$ cat config.mk
export PLATFORM = sky130hd
export DESIGN_NAME = mult_top
export DESIGN_NICKNAME = d
export VERILOG_FILES = /design/src/mult_pkg.sv /design/src/mult_core.sv /design/src/mult_top.sv
export SDC_FILE = /design/constraint.sdc
export NUM_CORES = 1
export LEC_CHECK = 0
export ABC_AREA = 1
export CAP_MARGIN = 20
export CORE_MARGIN = 2
export CORE_UTILIZATION = 40
export DETAILED_ROUTE_END_ITERATION = 7
export DONT_BUFFER_PORTS = 1
export MAX_ROUTING_LAYER = met4
export PLACE_DENSITY = 0.61
export SLEW_MARGIN = 20
export SYNTH_ARGS = -nofsm -noshare
export SYNTH_HDL_FRONTEND = slang
export SYNTH_SLANG_ARGS = --single-unit
$ cat constraint.sdc
create_clock -name clk_i -period 13.55 [get_ports clk_i]
set_input_delay 0.6775 -clock clk_i [delete_from_list [all_inputs] [get_ports clk_i]]
set_output_delay 0.6775 -clock clk_i [all_outputs]
set_load 0.1 [all_outputs]
$ cat src/mult_pkg.sv
// constants and carriers shared by the multiplier core and its top level
// assumes a single 100 MHz clock and a 32-bit classic wishbone slave port
package mult_pkg;

	// wishbone byte offsets, one aligned word each
	localparam logic [3:0] CTRL_OFS = 4'h0;
	localparam logic [3:0] OPND_OFS = 4'h4;
	localparam logic [3:0] PROD_OFS = 4'h8;
	localparam logic [3:0] FLAG_OFS = 4'hC;

	// control word layout, low bits of CTRL
	typedef struct packed {
		logic dedicated_port_drive_n;
		logic lower_port_drive_n;
		logic output_half_select;
		logic feedthrough_sel;
		logic format_adjust;
		logic single_clock_mode;
	} ctrl_s;

	localparam int CTRL_W = 6;
	// both ports released, full product format, separate-clock variant
	localparam logic [5:0] CTRL_RESET = 6'h32;

	// round increments: full format adds at bit 15, shifted at bit 14
	localparam logic [31:0] ROUND_INC_FULL = 32'h0000_8000;
	localparam logic [31:0] ROUND_INC_SHIFT = 32'h0000_4000;

	// positions in the sampled dedicated clock vector
	localparam int XCLK_BIT = 0;
	localparam int YCLK_BIT = 1;
	localparam int UCLK_BIT = 2;
	localparam int LCLK_BIT = 3;

	// operand side of the datapath
	typedef struct packed {
		logic [15:0] x;
		logic [15:0] y;
		logic x_signed;
		logic y_signed;
		logic round;
	} operand_s;

	// whole state of the top level
	typedef struct packed {
		ctrl_s ctrl;
		operand_s opnd;
		logic [15:0] upper;
		logic [15:0] lower;
		logic [3:0] clk_prev;
		logic ack;
		logic [31:0] rdata;
	} state_s;

endpackage

$ cat src/mult_core.sv
// combinational 16x16 multiplier with rounding and format adjust
// assumes operands and flags come from registers in the caller
`timescale 1ns/100ps
module mult_core
	import mult_pkg::*;
(
	// operands and latched flags
	input wire operand_s opnd_i,
	input wire logic format_adjust_i,
	// product halves
	output logic [15:0] upper_o,
	output logic [15:0] lower_o
);

	logic signed [16:0] x_ext;
	logic signed [16:0] y_ext;
	logic signed [33:0] full;
	logic [31:0] rounded;

	always_comb begin
		// an extra sign bit lets unsigned and signed share one multiplier
		x_ext = $signed({opnd_i.x_signed & opnd_i.x[15], opnd_i.x});
		y_ext = $signed({opnd_i.y_signed & opnd_i.y[15], opnd_i.y});
		full = x_ext * y_ext;
		rounded = full[31:0];
		if (opnd_i.round) begin
			rounded = full[31:0] + (format_adjust_i ? ROUND_INC_FULL
				: ROUND_INC_SHIFT);
		end
		if (format_adjust_i) begin
			upper_o = rounded[31:16];
			lower_o = rounded[15:0];
		end else begin
			// most negative squared wraps silently, no overflow flag
			upper_o = rounded[30:15];
			lower_o = {rounded[31], rounded[14:0]};
		end
	end

endmodule

$ cat src/mult_top.sv
// registered 16x16 multiplier top: operand and product registers,
// output steering and a wishbone slave for control and readback
// assumes all pins synchronous to clk_i; dedicated clocks are sampled
//
// The implementer's own choices: the Wishbone slave port and the address map.
`timescale 1ns/100ps
module mult_top
	import mult_pkg::*;
(
	// clock and reset
	input wire logic clk_i,
	input wire logic rst_i,
	// wishbone slave
	input wire logic wb_cyc_i,
	input wire logic wb_stb_i,
	input wire logic wb_we_i,
	input wire logic [3:0] wb_adr_i,
	input wire logic [3:0] wb_sel_i,
	input wire logic [31:0] wb_dat_i,
	output logic [31:0] wb_dat_o,
	output logic wb_ack_o,
	// operand inputs and flags
	input wire logic [15:0] x_data_i,
	input wire logic x_signed_sel_i,
	input wire logic y_signed_sel_i,
	input wire logic round_request_i,
	// separate-clock variant load clocks, sampled for rising edges
	input wire logic x_operand_clock_i,
	input wire logic y_operand_clock_i,
	input wire logic upper_product_clock_i,
	input wire logic lower_product_clock_i,
	// single-clock variant enables
	input wire logic x_load_enable_n_i,
	input wire logic y_load_enable_n_i,
	input wire logic product_load_enable_n_i,
	// shared y operand / lower product port
	input wire logic [15:0] y_port_i,
	output logic [15:0] y_port_o,
	output logic y_port_oe_o,
	// dedicated product port
	output logic [15:0] dedicated_port_o,
	output logic dedicated_port_oe_o
);

	state_s s_reg;
	state_s s_next;
	logic [15:0] upper_comb;
	logic [15:0] lower_comb;
	logic [3:0] clk_now;
	logic [3:0] clk_rise;
	logic x_load;
	logic y_load;
	logic upper_load;
	logic lower_load;
	logic bus_req;
	logic [15:0] upper_out;
	logic [15:0] lower_out;

	mult_core u_core (
		.opnd_i(s_reg.opnd),
		.format_adjust_i(s_reg.ctrl.format_adjust),
		.upper_o(upper_comb),
		.lower_o(lower_comb)
	);

	assign clk_now = {lower_product_clock_i, upper_product_clock_i,
		y_operand_clock_i, x_operand_clock_i};
	assign clk_rise = clk_now & ~s_reg.clk_prev;
	assign bus_req = wb_cyc_i & wb_stb_i & ~s_reg.ack;

	always_comb begin
		if (s_reg.ctrl.single_clock_mode) begin
			x_load = ~x_load_enable_n_i;
			y_load = ~y_load_enable_n_i;
			upper_load = ~product_load_enable_n_i;
			lower_load = ~product_load_enable_n_i;
		end else begin
			x_load = clk_rise[XCLK_BIT];
			y_load = clk_rise[YCLK_BIT];
			upper_load = clk_rise[UCLK_BIT];
			lower_load = clk_rise[LCLK_BIT];
		end
	end

	always_comb begin
		s_next = s_reg;
		s_next.clk_prev = clk_now;
		if (x_load) begin
			s_next.opnd.x = x_data_i;
			s_next.opnd.x_signed = x_signed_sel_i;
		end
		if (y_load) begin
			// y arrives on the shared port; drive must be released then
			s_next.opnd.y = y_port_i;
			s_next.opnd.y_signed = y_signed_sel_i;
		end
		if (x_load | y_load) begin
			s_next.opnd.round = round_request_i;
		end
		if (upper_load) begin
			s_next.upper = upper_comb;
		end
		if (lower_load) begin
			s_next.lower = lower_comb;
		end
		// one registered ack per request, raised a cycle later and dropped the cycle after
		s_next.ack = bus_req;
		s_next.rdata = 32'h0000_0000;
		if (bus_req & wb_we_i & wb_sel_i[0] & (wb_adr_i == CTRL_OFS)) begin
			s_next.ctrl = ctrl_s'(wb_dat_i[CTRL_W-1:0]);
		end
		if (bus_req & ~wb_we_i) begin
			unique case (wb_adr_i)
				CTRL_OFS: begin
					s_next.rdata = {26'h0, s_reg.ctrl};
				end
				OPND_OFS: begin
					s_next.rdata = {s_reg.opnd.y, s_reg.opnd.x};
				end
				PROD_OFS: begin
					s_next.rdata = {upper_out, lower_out};
				end
				FLAG_OFS: begin
					s_next.rdata = {29'h0, s_reg.opnd.round,
						s_reg.opnd.y_signed, s_reg.opnd.x_signed};
				end
				default: begin
					s_next.rdata = 32'h0000_0000;
				end
			endcase
		end
	end

	always_ff @(posedge clk_i) begin
		if (rst_i) begin
			s_reg <= '0;
			s_reg.ctrl <= ctrl_s'(CTRL_RESET);
		end else begin
			s_reg <= s_next;
		end
	end

	// feedthrough bypasses the product registers, trading a registered
	// output for zero latency
	assign upper_out = s_reg.ctrl.feedthrough_sel ? upper_comb
		: s_reg.upper;
	assign lower_out = s_reg.ctrl.feedthrough_sel ? lower_comb
		: s_reg.lower;
	assign dedicated_port_o = s_reg.ctrl.output_half_select ? lower_out
		: upper_out;
	assign dedicated_port_oe_o = ~s_reg.ctrl.dedicated_port_drive_n;
	assign y_port_o = lower_out;
	assign y_port_oe_o = ~s_reg.ctrl.lower_port_drive_n;
	assign wb_ack_o = s_reg.ack;
	assign wb_dat_o = s_reg.rdata;

	// checks
	// reference products built independently of the core's extension trick
	logic signed [31:0] mixed_ref;
	logic signed [31:0] signed_ref;
	logic [31:0] shift_ref;

	assign mixed_ref = $signed(s_reg.opnd.x) * $signed({1'b0, s_reg.opnd.y});
	assign signed_ref = $signed(s_reg.opnd.x) * $signed(s_reg.opnd.y);
	assign shift_ref = signed_ref + ROUND_INC_SHIFT;
endmodule

==> results.tsv, run 1 <==
metric	value	unit
max FFs per register	77	
worst reg2reg setup slack	5.45	ns
Layout fillers	4419	
Slew Limit Fails	0	
Starting Density	0.403	
drt drc	0	
switch share	0.543	
Wirelength per Cell	16.9	um
initial antenna violation count	0	
post-CTS resize count	0	
CTS Buf Count	9	
setup ws final	3.77	ns
logic gate share of total power	0.603	
Hold Crit Class	input port to register	
Post-synth EDFFs	0	
post-synth top area share	0.328	
H-Tree Depth	3	
met2 wire len	23800	um
DP HPWL	39600	um
number of setup violations in the final report	0	
Post-Syn Area	17300	sq um
vias in the first global route	14500	
Nets	2761	
#FFs+latches synth	110	
Hold Path Depth	1	
PwrDens	96.8	nW/um^2
MaxCap Viol Count	0	
clock transition at the registers of the reported paths	0.09	ns
Hold-fix buffers, CTS	0	
setup_tns	0	ns
clock share of power	0.169	
vias per inst	4.92	
Peak VDD IR	0.0000628	V
average size of a mapped cell	7.18	sq um
Mapped Nets	2860	
Yosys cell types	47	
dpl ws	4.28	ns
GRT overflow	0	
Initial DRC Count	866	
switching pwr	0.944	mW
first-pass GRT wire length	79300	um
Slew HR	0.232	
power share of the sequential group	0.228	
warnings from Yosys	0	
post-route minimum period	9.78	ns
Leak	9.84	nW
Sequential cell area	2200	sq um
Multi-input gate area	12100	sq um
actual slew at the worst max-slew pin	1.15	ns
GRT Util Overall	0.236	
Yosys top cell by area	fa_1	
Port Buf Inserts	0	
Crit path depth	33	
Worst Skew	0.0118	ns
Buf/Inv on CP	4	
Worst R2R Path Depth	34	
Post-CTS Setup Bufs	0	
WL met1	21700	um
slowest CP cell	fa_1	
status	complete, no violations	
top post-synthesis cells by area	fa_1 (33%), nand2_1 (14%), inv_1 (13%)	
CTS tree	built	
Final Power	1.74	mW
Post-Route WL	49000	um
register area share after synthesis	0.127	
die height	212	um
Hold Fails Final Rpt	0	
largest net degree at the start of global routing	47	
worst skew pair latency	0.39	ns
Tcrit/Tclk final	0.721	
IO Pins	154	
Synth Flop Type	dfxtp_1	
share of cells above drive strength 1	0.0584	
TritonCTS Sinks	110	
Arrival @ worst endpoint	9.10	ns
Max Fclk	102	MHz
Req. time, crit path	12.87	ns
Die W	212	um
Cells after Synth	2406	
metal3 WL	2150	um
Root Buffer Master	clkbuf_16	
unrepaired setup endpoints after global routing	no	
Post-synth ARST share	0	
Max FO, Critical Path	20	
die area	44900	sq um
CP Capture Type	output port	
Via Count	14200	
Final ANT Viol Nets	0	
Core Box Area	42900	sq um
post-layout util	0.419	
Highest Signal Layer	met4	
n_diodes	0	
Setup CP Type	register to output port	
Top cell by count, worst path	nand2_1	
crit-path leading delay family	adder cells	
Area growth syn-to-layout	3.99	%
row count	76	
cell internal pwr	0.795	mW
Final GP Congestion	0.942	
DR pass1 iterations	5	
Critical Path Source Type	register	
delay of the slowest critical-path stage	0.90	ns
clock buffer depth	2	
## worst register-to-register path: cells and delay by family, from the launching register on
| family | cells | cell delay (ns) |
|---|---|---|
| DFF | 1 | 1.02 |
| buffers and inverters | 6 | 0.36 |
| adders and majority gates | 9 | 4.02 |
| and+or+nand+nor | 17 | 1.94 |
| xor gates and xnor gates | 1 | 0.28 |
| AOI/OAI and AO/OA | 1 | 0.32 |
## power groups by stage
stage | Combinational [mW] | Sequential, mW | Clock [mW]
3_5_place_dp | 1.04 | 0.402 | 0
4_1_cts | 1.05 | 0.394 | 0.300
3_3_place_gp | 1.03 | 0.401 | 0
2_1_floorplan | 0.814 | 0.361 | 0
5_1_grt | 1.18 | 0.398 | 0.310
6_report | 1.05 | 0.396 | 0.294
## stage by stage
step | cells | area (sq um) | hold slack (ns)
final | 2897 | 18000 | 0.351
after global routing | 2897 | 18000 | 0.337
after CTS | 2897 | 18000 | 0.335
after detailed placement | 2881 | 17700 | 0.475
after global placement | 2881 | 17600 | 0.467
after floorplan | 2406 | 17300 | 0.451
## final cells by class
class / instances / area share
flip-flops and latches: 110 / 0.123
clock buffers: 9 / 0.0125
inverters: 640 / 0.134
repair buffers: 27 / 0.0113
well taps: 585 / 0.0407
multi-input cells: 1519 / 0.674
clock inverters: 7 / 0.00494
## cells by family (layout without fill, tap and decap cells)
logic type | Yosys count | after routing | share of synthesized area
multiplexers | 1 | 1 | 0.000579
buffers and inverters | 777 | 683 | 0.176
AND/OR/NAND/NOR | 910 | 910 | 0.223
flip-flops | 110 | 110 | 0.127
AO/OA/AOI/OAI | 209 | 209 | 0.0676
adder cells (fa/ha/maj) | 367 | 367 | 0.389
XOR/XNOR | 32 | 32 | 0.0167
## layout by cell type, fill, tap and decap left out, types with 18 or more instances in the layout
cell,n
nand2_1,639
nor2_1,110
buf_4,27
inv_1,621
o21ai_0,69
nand3_1,71
xor2_1,18
ha_1,84
fa_1,283
nand4_1,18
o211ai_1,24
a21oi_1,72
dfxtp_1,110
## final timing paths
kind         startpoint              endpoint
min reg2reg  s_reg[100]          wb_dat_o[12]
min               rst_i             s_reg[33]
max          s_reg[103]  dedicated_port_o[15]
max reg2reg   s_reg[97]          wb_dat_o[27]
## cell usage after synthesis, types with 9 or more instances
cell,n
a21oi_1,72
buf_1,11
buf_4,32
clkbuf_1,88
dfxtp_1,110
fa_1,283
ha_1,84
inv_1,621
inv_2,15
nand2_1,639
nand2_2,11
nand3_1,71
nand4_1,18
nor2_1,110
nor3_1,9
o211ai_1,24
o21ai_0,83
or2_2,12
xnor2_1,13
xor2_1,18
## metal layers
| metal | vias up | track usage |
|---|---|---|
| met4 | 0 | 0.0731 |
| met3 | 79 | 0.0261 |
| met5 | - | - |
| met1 | 7031 | 0.306 |
| met2 | 378 | 0.390 |
| li1 | 6759 | - |
No activity file was read; power rests on OpenSTA's default activity.
==> inputs of run 2 (changes only) <==
PLACE_DENSITY = 0.63   (was 0.61)
clock period = 8.59 ns   (was 13.55 ns; I/O delays follow)
==> run 2 against run 1 <==
Net effect:
- sequential power grew 55%
- setup slack got worse by 3.3 ns
- combinational power increased by 63%
- clock power increased by 48%
- final cell count is 1.4% higher
- critical path depth fell by 4
- clock skew up 0.017 ns
- critical endpoint is now dedicated_port_o[3]
==> results.tsv, run 2 (synthesis gave the netlist of run 1 again) <==
metric	value	unit	change
status	complete, no violations		
Leak	10.0	nW	+2.0%
Slew HR	0.242		+0.00969
Req. time, crit path	8.16	ns	-4.71 ns
DR pass1 iterations	6		+1
drt drc	0		unchanged
switching pwr	1.48	mW	+56%
slowest CP cell	dfxtp_2		
FF-to-FF Start	s_reg[78]		
PwrDens	151	nW/um^2	+56%
Cells after DPL	2919		+1.3%
min-delay src	rst_i		
post-layout util	0.427		+0.00782
largest net degree at the start of global routing	47		unchanged
CP Capture Type	output port		
Die W	212	um	unchanged
cell internal pwr	1.28	mW	+62%
delay of the slowest critical-path stage	0.69	ns	-0.21 ns
Setup CP Type	register to output port		
Layout fillers	4419		unchanged
die height	212	um	unchanged
Hold-fix buffers, CTS	0		unchanged
logic gate share of total power	0.620		+0.017
Nets	2801		+1.4%
share of cells above drive strength 1	0.0812		+0.0228
Wirelength per Cell	17.2	um	+1.4%
Port Buf Inserts	0		unchanged
R2R Path End	wb_dat_o[24]		
Core Box Area	42900	sq um	unchanged
vias in the first global route	15000		+3.6%
most common cell after layout, fill and taps aside	nand2_1		
number of setup violations in the final report	0		unchanged
Tcrit/Tclk final	0.949		
CP startpoint	s_reg[78]		
TritonCTS Sinks	110		unchanged
Post-Route WL	50500	um	+2.9%
Peak VDD IR	0.000118	V	+88%
Hold Fails Final Rpt	0		unchanged
Hold Crit Class	input port to register		
setup_tns	0	ns	unchanged
power share of the sequential group	0.222		-0.006
Starting Density	0.403		unchanged
MaxCap Viol Count	0		unchanged
Worst R2R Path Depth	30		-12%
max FFs per register	77		unchanged
Slew Limit Fails	0		unchanged
Top cell by count, worst path	nand2_1		
Worst Skew	0.0290	ns	+0.0173 ns
Max FO, Critical Path	18		-10%
initial antenna violation count	2		+2
Arrival @ worst endpoint	7.72	ns	-1.38 ns
Critical Path Source Type	register		
row count	76		unchanged
commonest cells after routing, fill and taps aside	nand2_1 (638), inv_1 (620), fa_1 (282)		
die area	44900	sq um	unchanged
Root Buffer Master	clkbuf_16		
CTS Buf Count	9		unchanged
Final ANT Viol Nets	0		unchanged
Placed Area	17900	sq um	+1.6%
H-Tree Depth	3		unchanged
Area growth syn-to-layout	5.93	%	
finished layout cell area	18300	sq um	+1.9%
worst skew pair latency	0.40	ns	about the same
clock transition at the registers of the reported paths	0.08	ns	about the same
DP HPWL	41700	um	+5.3%
vias per inst	4.91		-0.14%
Initial DRC Count	979		+13%
IO Pins	154		unchanged
final non-filler cell total	2939		+1.4%
CTS tree	built		
Via Count	14400		+1.3%
clock buffer depth	2		unchanged
first-pass GRT wire length	81400	um	+2.6%
unrepaired setup endpoints after global routing	no		
GRT Util Overall	0.244		+0.00795
Worst Hold End	s_reg[34]		
switch share	0.535		-0.00787
Hold Path Depth	1		unchanged
clock share of power	0.158		-0.011
Final GP Congestion	0.945		+0.27%
post-route minimum period	8.15	ns	
worst reg2reg setup slack	1.31	ns	-4.14 ns
GRT overflow	0		unchanged
actual slew at the worst max-slew pin	1.14	ns	-0.0145 ns
Max Fclk	123	MHz	
[run 2: metal layers]
layer / vias to the layer above / global-route usage / wire length, um
met4: 0 / 0.105 / 2160
met3: 105 / 0.0355 / 2760
met1: 7069 / 0.299 / 20900
met2: 424 / 0.404 / 24700
met5: - / - / 0
li1: 6836 / - / -
[run 2: timing repair]
action | CTS | global route
pin swaps | 0 | 1
resized for setup | 1 | 22
setup endpoints to repair | 2 | 17
gates cloned | 0 | 0
setup buffers | 0 | 2
[run 2: final cells by class]
| class | count | area [sq um] | area share |
|---|---|---|---|
| clock inverters | 5 | 38.8 | 0.00212 |
| multi-input cells | 1519 | 12100 | 0.663 |
| clock buffers | 11 | 243 | 0.0133 |
| flip-flops and latches | 110 | 2220 | 0.121 |
| well taps | 585 | 732 | 0.0400 |
| repair buffers | 67 | 531 | 0.0290 |
| diodes | 2 | 5.00 | 0.000273 |
| inverters | 640 | 2410 | 0.131 |
[run 2: power by group through the flow]
stage | registers (mW) | logic [mW] | clock network [mW]
after floorplan | 0.569 | 1.28 | 0
after global routing | 0.617 | 1.91 | 0.462
after global placement | 0.620 | 1.68 | 0
after detailed placement | 0.622 | 1.69 | 0
final | 0.613 | 1.71 | 0.436
after CTS | 0.610 | 1.71 | 0.445
[run 2: worst max-delay path by stage]
stage | to | slack, ns
floorplan | dedicated_port_o[13] | 0.06
global placement | dedicated_port_o[11] | 0.46
detailed placement | dedicated_port_o[15] | 0.35
CTS | dedicated_port_o[15] | 0.03
finish | dedicated_port_o[3] | 0.44
global route | dedicated_port_o[15] | 0.02
[run 2: stage by stage]
stage / hold WS [ns] / power [mW] / worst slack [ns]
after floorplan: 0.451 / 1.85 / 0.0582
after global placement: 0.472 / 2.30 / 0.457
after detailed placement: 0.476 / 2.31 / 0.350
after CTS: 0.0945 / 2.76 / 0.0328
after global routing: 0.0956 / 2.99 / 0.0159
final: 0.107 / 2.76 / 0.439
[run 2: critical path, delay by kind of cell (launching register included)]
| kind | cells | cell delay, ns |
|---|---|---|
| fa+ha+maj | 8 | 3.74 |
| simple gates | 10 | 1.08 |
| compound gates | 4 | 1.07 |
| flops | 1 | 0.69 |
| xor+xnor | 2 | 0.49 |
| buf+inv | 5 | 0.28 |
==> inputs of run 3 (changes only) <==
ABC_AREA = unset   (was 1)
CORE_UTILIZATION = 35   (was 40)
PLACE_DENSITY = 0.58   (was 0.63)
==> run 3 against run 2 <==
Net effect:
- clock skew fell by 0.017 ns
- critical path type unchanged
- global-route usage fell by 4.4 points
- worst hold slack improved by 0.014 ns
- register-to-register slack got worse by 0.19 ns
- combinational power fell by 58%
- critical endpoint is now dedicated_port_o[15]
- largest power group unchanged
==> results.tsv, run 3 <==
metric	value	unit	change
#FFs+latches synth	110		unchanged
Tcrit/Tclk final	0.971		+0.0219
Hold Path Depth	1		unchanged
Hold-fix buffers, CTS	0		unchanged
Post-synth EDFFs	0		unchanged
Highest Signal Layer	met4		
most common cell in the netlist	inv_1		
dpl ws	0.213	ns	-0.137 ns
WL met1	22200	um	+6.4%
Synth Area in Adders	0.401		+0.0119
Worst R2R Path Depth	30		unchanged
Core Box Area	47500	sq um	+11%
Critical Path Source Type	register		
Yosys cell types	86		+83%
commonest cells after routing, fill and taps aside	inv_1 (326), fa_1 (279), nand2_1 (226)		
TritonCTS Sinks	110		unchanged
Cells after Synth	1937		-19%
die height	223	um	+5.2%
most common cell after layout, fill and taps aside	inv_1		
post-route minimum period	8.34	ns	+0.188 ns
Hold Crit Class	input port to register		
Worst Skew	0.0117	ns	-0.0173 ns
Max Fclk	120	MHz	-2.3%
setup_tns	0	ns	unchanged
Final Power	1.72	mW	-38%
max FFs per register	77		unchanged
final non-filler cell total	2519		-14%
min-delay src	rst_i		
finished layout cell area	18600	sq um	+1.8%
worst reg2reg setup slack	1.12	ns	-0.19 ns
die area	49700	sq um	+11%
compound-cell area share of the yosys netlist	0.111		+0.0430
Sequential cell area	2260	sq um	+1.9%
Mapped Nets	2391		-16%
Peak VDD IR	0.0000925	V	-22%
Nets	2352		-16%
Multi-input gate area	13100	sq um	+8.0%
Final ANT Viol Nets	0		unchanged
Area growth syn-to-layout	11.1	%	
post-synth top area share	0.338		+0.0100
PwrDens	92.5	nW/um^2	-39%
delay of the slowest critical-path stage	0.56	ns	-0.13 ns
final hold slack	0.121	ns	+0.0139 ns
first-pass GRT wire length	76500	um	-6.0%
MaxCap Viol Count	0		unchanged
Setup CP Type	register to output port		
Die W	223	um	+5.2%
GRT Util Overall	0.200		-0.0442
Post-synth ARST share	0		unchanged
post-synthesis mux area share	0.0455		+0.0449
R2R Path End	wb_dat_o[28]		
register area share after synthesis	0.131		+0.00390
Synth Flop Type	dfxtp_1		
setup ws final	0.251	ns	-0.188 ns
met2 wire len	22100	um	-10%
Layout fillers	4736		+7.2%
drt drc	0		unchanged
number of setup violations in the final report	0		unchanged
post-layout util	0.392		-0.0349
Root Buffer Master	clkbuf_16		
row count	80		+5.3%
clock transition at the registers of the reported paths	0.08	ns	about the same
IO Pins	154		unchanged
average size of a mapped cell	8.66	sq um	+21%
Req. time, crit path	8.16	ns	about the same
actual slew at the worst max-slew pin	1.05	ns	-0.0823 ns
synth cell count leaders	inv_1 (327), fa_1 (283), nand2_1 (228)		
FF-to-FF Start	s_reg[95]		
Post-Syn Area	16800	sq um	-3.0%
metal3 WL	1960	um	-29%
GRT overflow	0		unchanged
Initial DRC Count	815		-17%
Synth Area in Simple Gates	0.175		-0.0474
H-Tree Depth	3		unchanged
Placed Area	17800	sq um	-0.87%
Starting Density	0.353		-0.0503
Via Count	12900		-11%
CTS Buf Count	9		unchanged
CTS tree	built		
Final GP Congestion	0.851		-9.9%
clock buffer depth	2		unchanged
Leak	8.41	nW	-16%
share of cells above drive strength 1	0.140		+0.0586
largest net degree at the start of global routing	78		+66%
Hold Fails Final Rpt	0		unchanged
worst skew pair latency	0.38	ns	-0.02 ns
vias in the first global route	13200		-12%
top post-synthesis cells by area	fa_1 (34%), dfxtp_1 (13%), inv_1 (7.3%)		
DR pass1 iterations	5		-1
Slew Limit Fails	0		unchanged
CP Capture Type	output port		
Cells after DPL	2491		-15%
Port Buf Inserts	0		unchanged
Max FO, Critical Path	12		-6
initial antenna violation count	0		-2
xor and xnor area share after synthesis	0.0204		+0.00372
Wirelength per Cell	18.6	um	+8.3%
vias per inst	5.11		+4.0%
Worst Hold End	s_reg[104]		
slowest CP cell	fa_1		
Arrival @ worst endpoint	7.91	ns	+0.19 ns
DP HPWL	39000	um	-6.5%
Slew HR	0.296		+0.0540
Yosys top cell by area	fa_1		
largest family of logic cells by synthesized area	adder cells		
status	complete, no violations		
warnings from Yosys	0		unchanged
Post-Route WL	46900	um	-7.2%
-- run 3: power breakdown --
group | internal [mW] | switching, mW
Combinational | 0.268 | 0.456
Sequential | 0.531 | 0.0383
Clock | 0.206 | 0.226
-- run 3: repair_timing --
action | 4_1_cts | 5_1_grt
resized for setup | 9 | 111
pin swaps | 0 | 20
endpoints found under the hold margin | 0 | 0
endpoints found under the setup margin | 11 | 15
buffers inserted | 0 | 11
-- run 3: routing by layer --
layer | up-vias | global-route usage
met5 | - | -
met4 | 0 | 0.0271
met3 | 32 | 0.0224
met2 | 273 | 0.316
met1 | 6555 | 0.284
li1 | 6000 | -
-- run 3: area by class of cell --
cell class,instances,area share
sequential,110,0.121
antenna,1,0.000134
tap,615,0.0413
multi-input combinational,1345,0.703
timing repair buffer,104,0.0526
clock inverter,6,0.00322
clock buffer,10,0.0123
inverter,328,0.0661
-- run 3: worst max-delay path by stage --
stage                                       to        from
after floorplan           dedicated_port_o[15]  s_reg[103]
after global placement    dedicated_port_o[15]   s_reg[75]
after detailed placement  dedicated_port_o[10]   s_reg[76]
after CTS                 dedicated_port_o[15]   s_reg[96]
after global routing      dedicated_port_o[15]  s_reg[103]
final                     dedicated_port_o[15]   s_reg[95]
-- run 3: cells by family (layout without fill, tap and decap cells) --
family          after synthesis  in the layout
flops                       110            110
simple gates                604            604
buf+inv                     482            448
fa+ha+maj                   367            367
xor+xnor                     39             39
mux                          74             74
other cells                   0              1
compound gates              261            261
-- run 3: critical path, delay by kind of cell (launching register included) --
kind	cells	cell delay (ns)
fa+ha+maj	7	3.41
compound gates	4	1.25
simple gates	7	1.94
flops	1	0.41
buf+inv	7	0.53
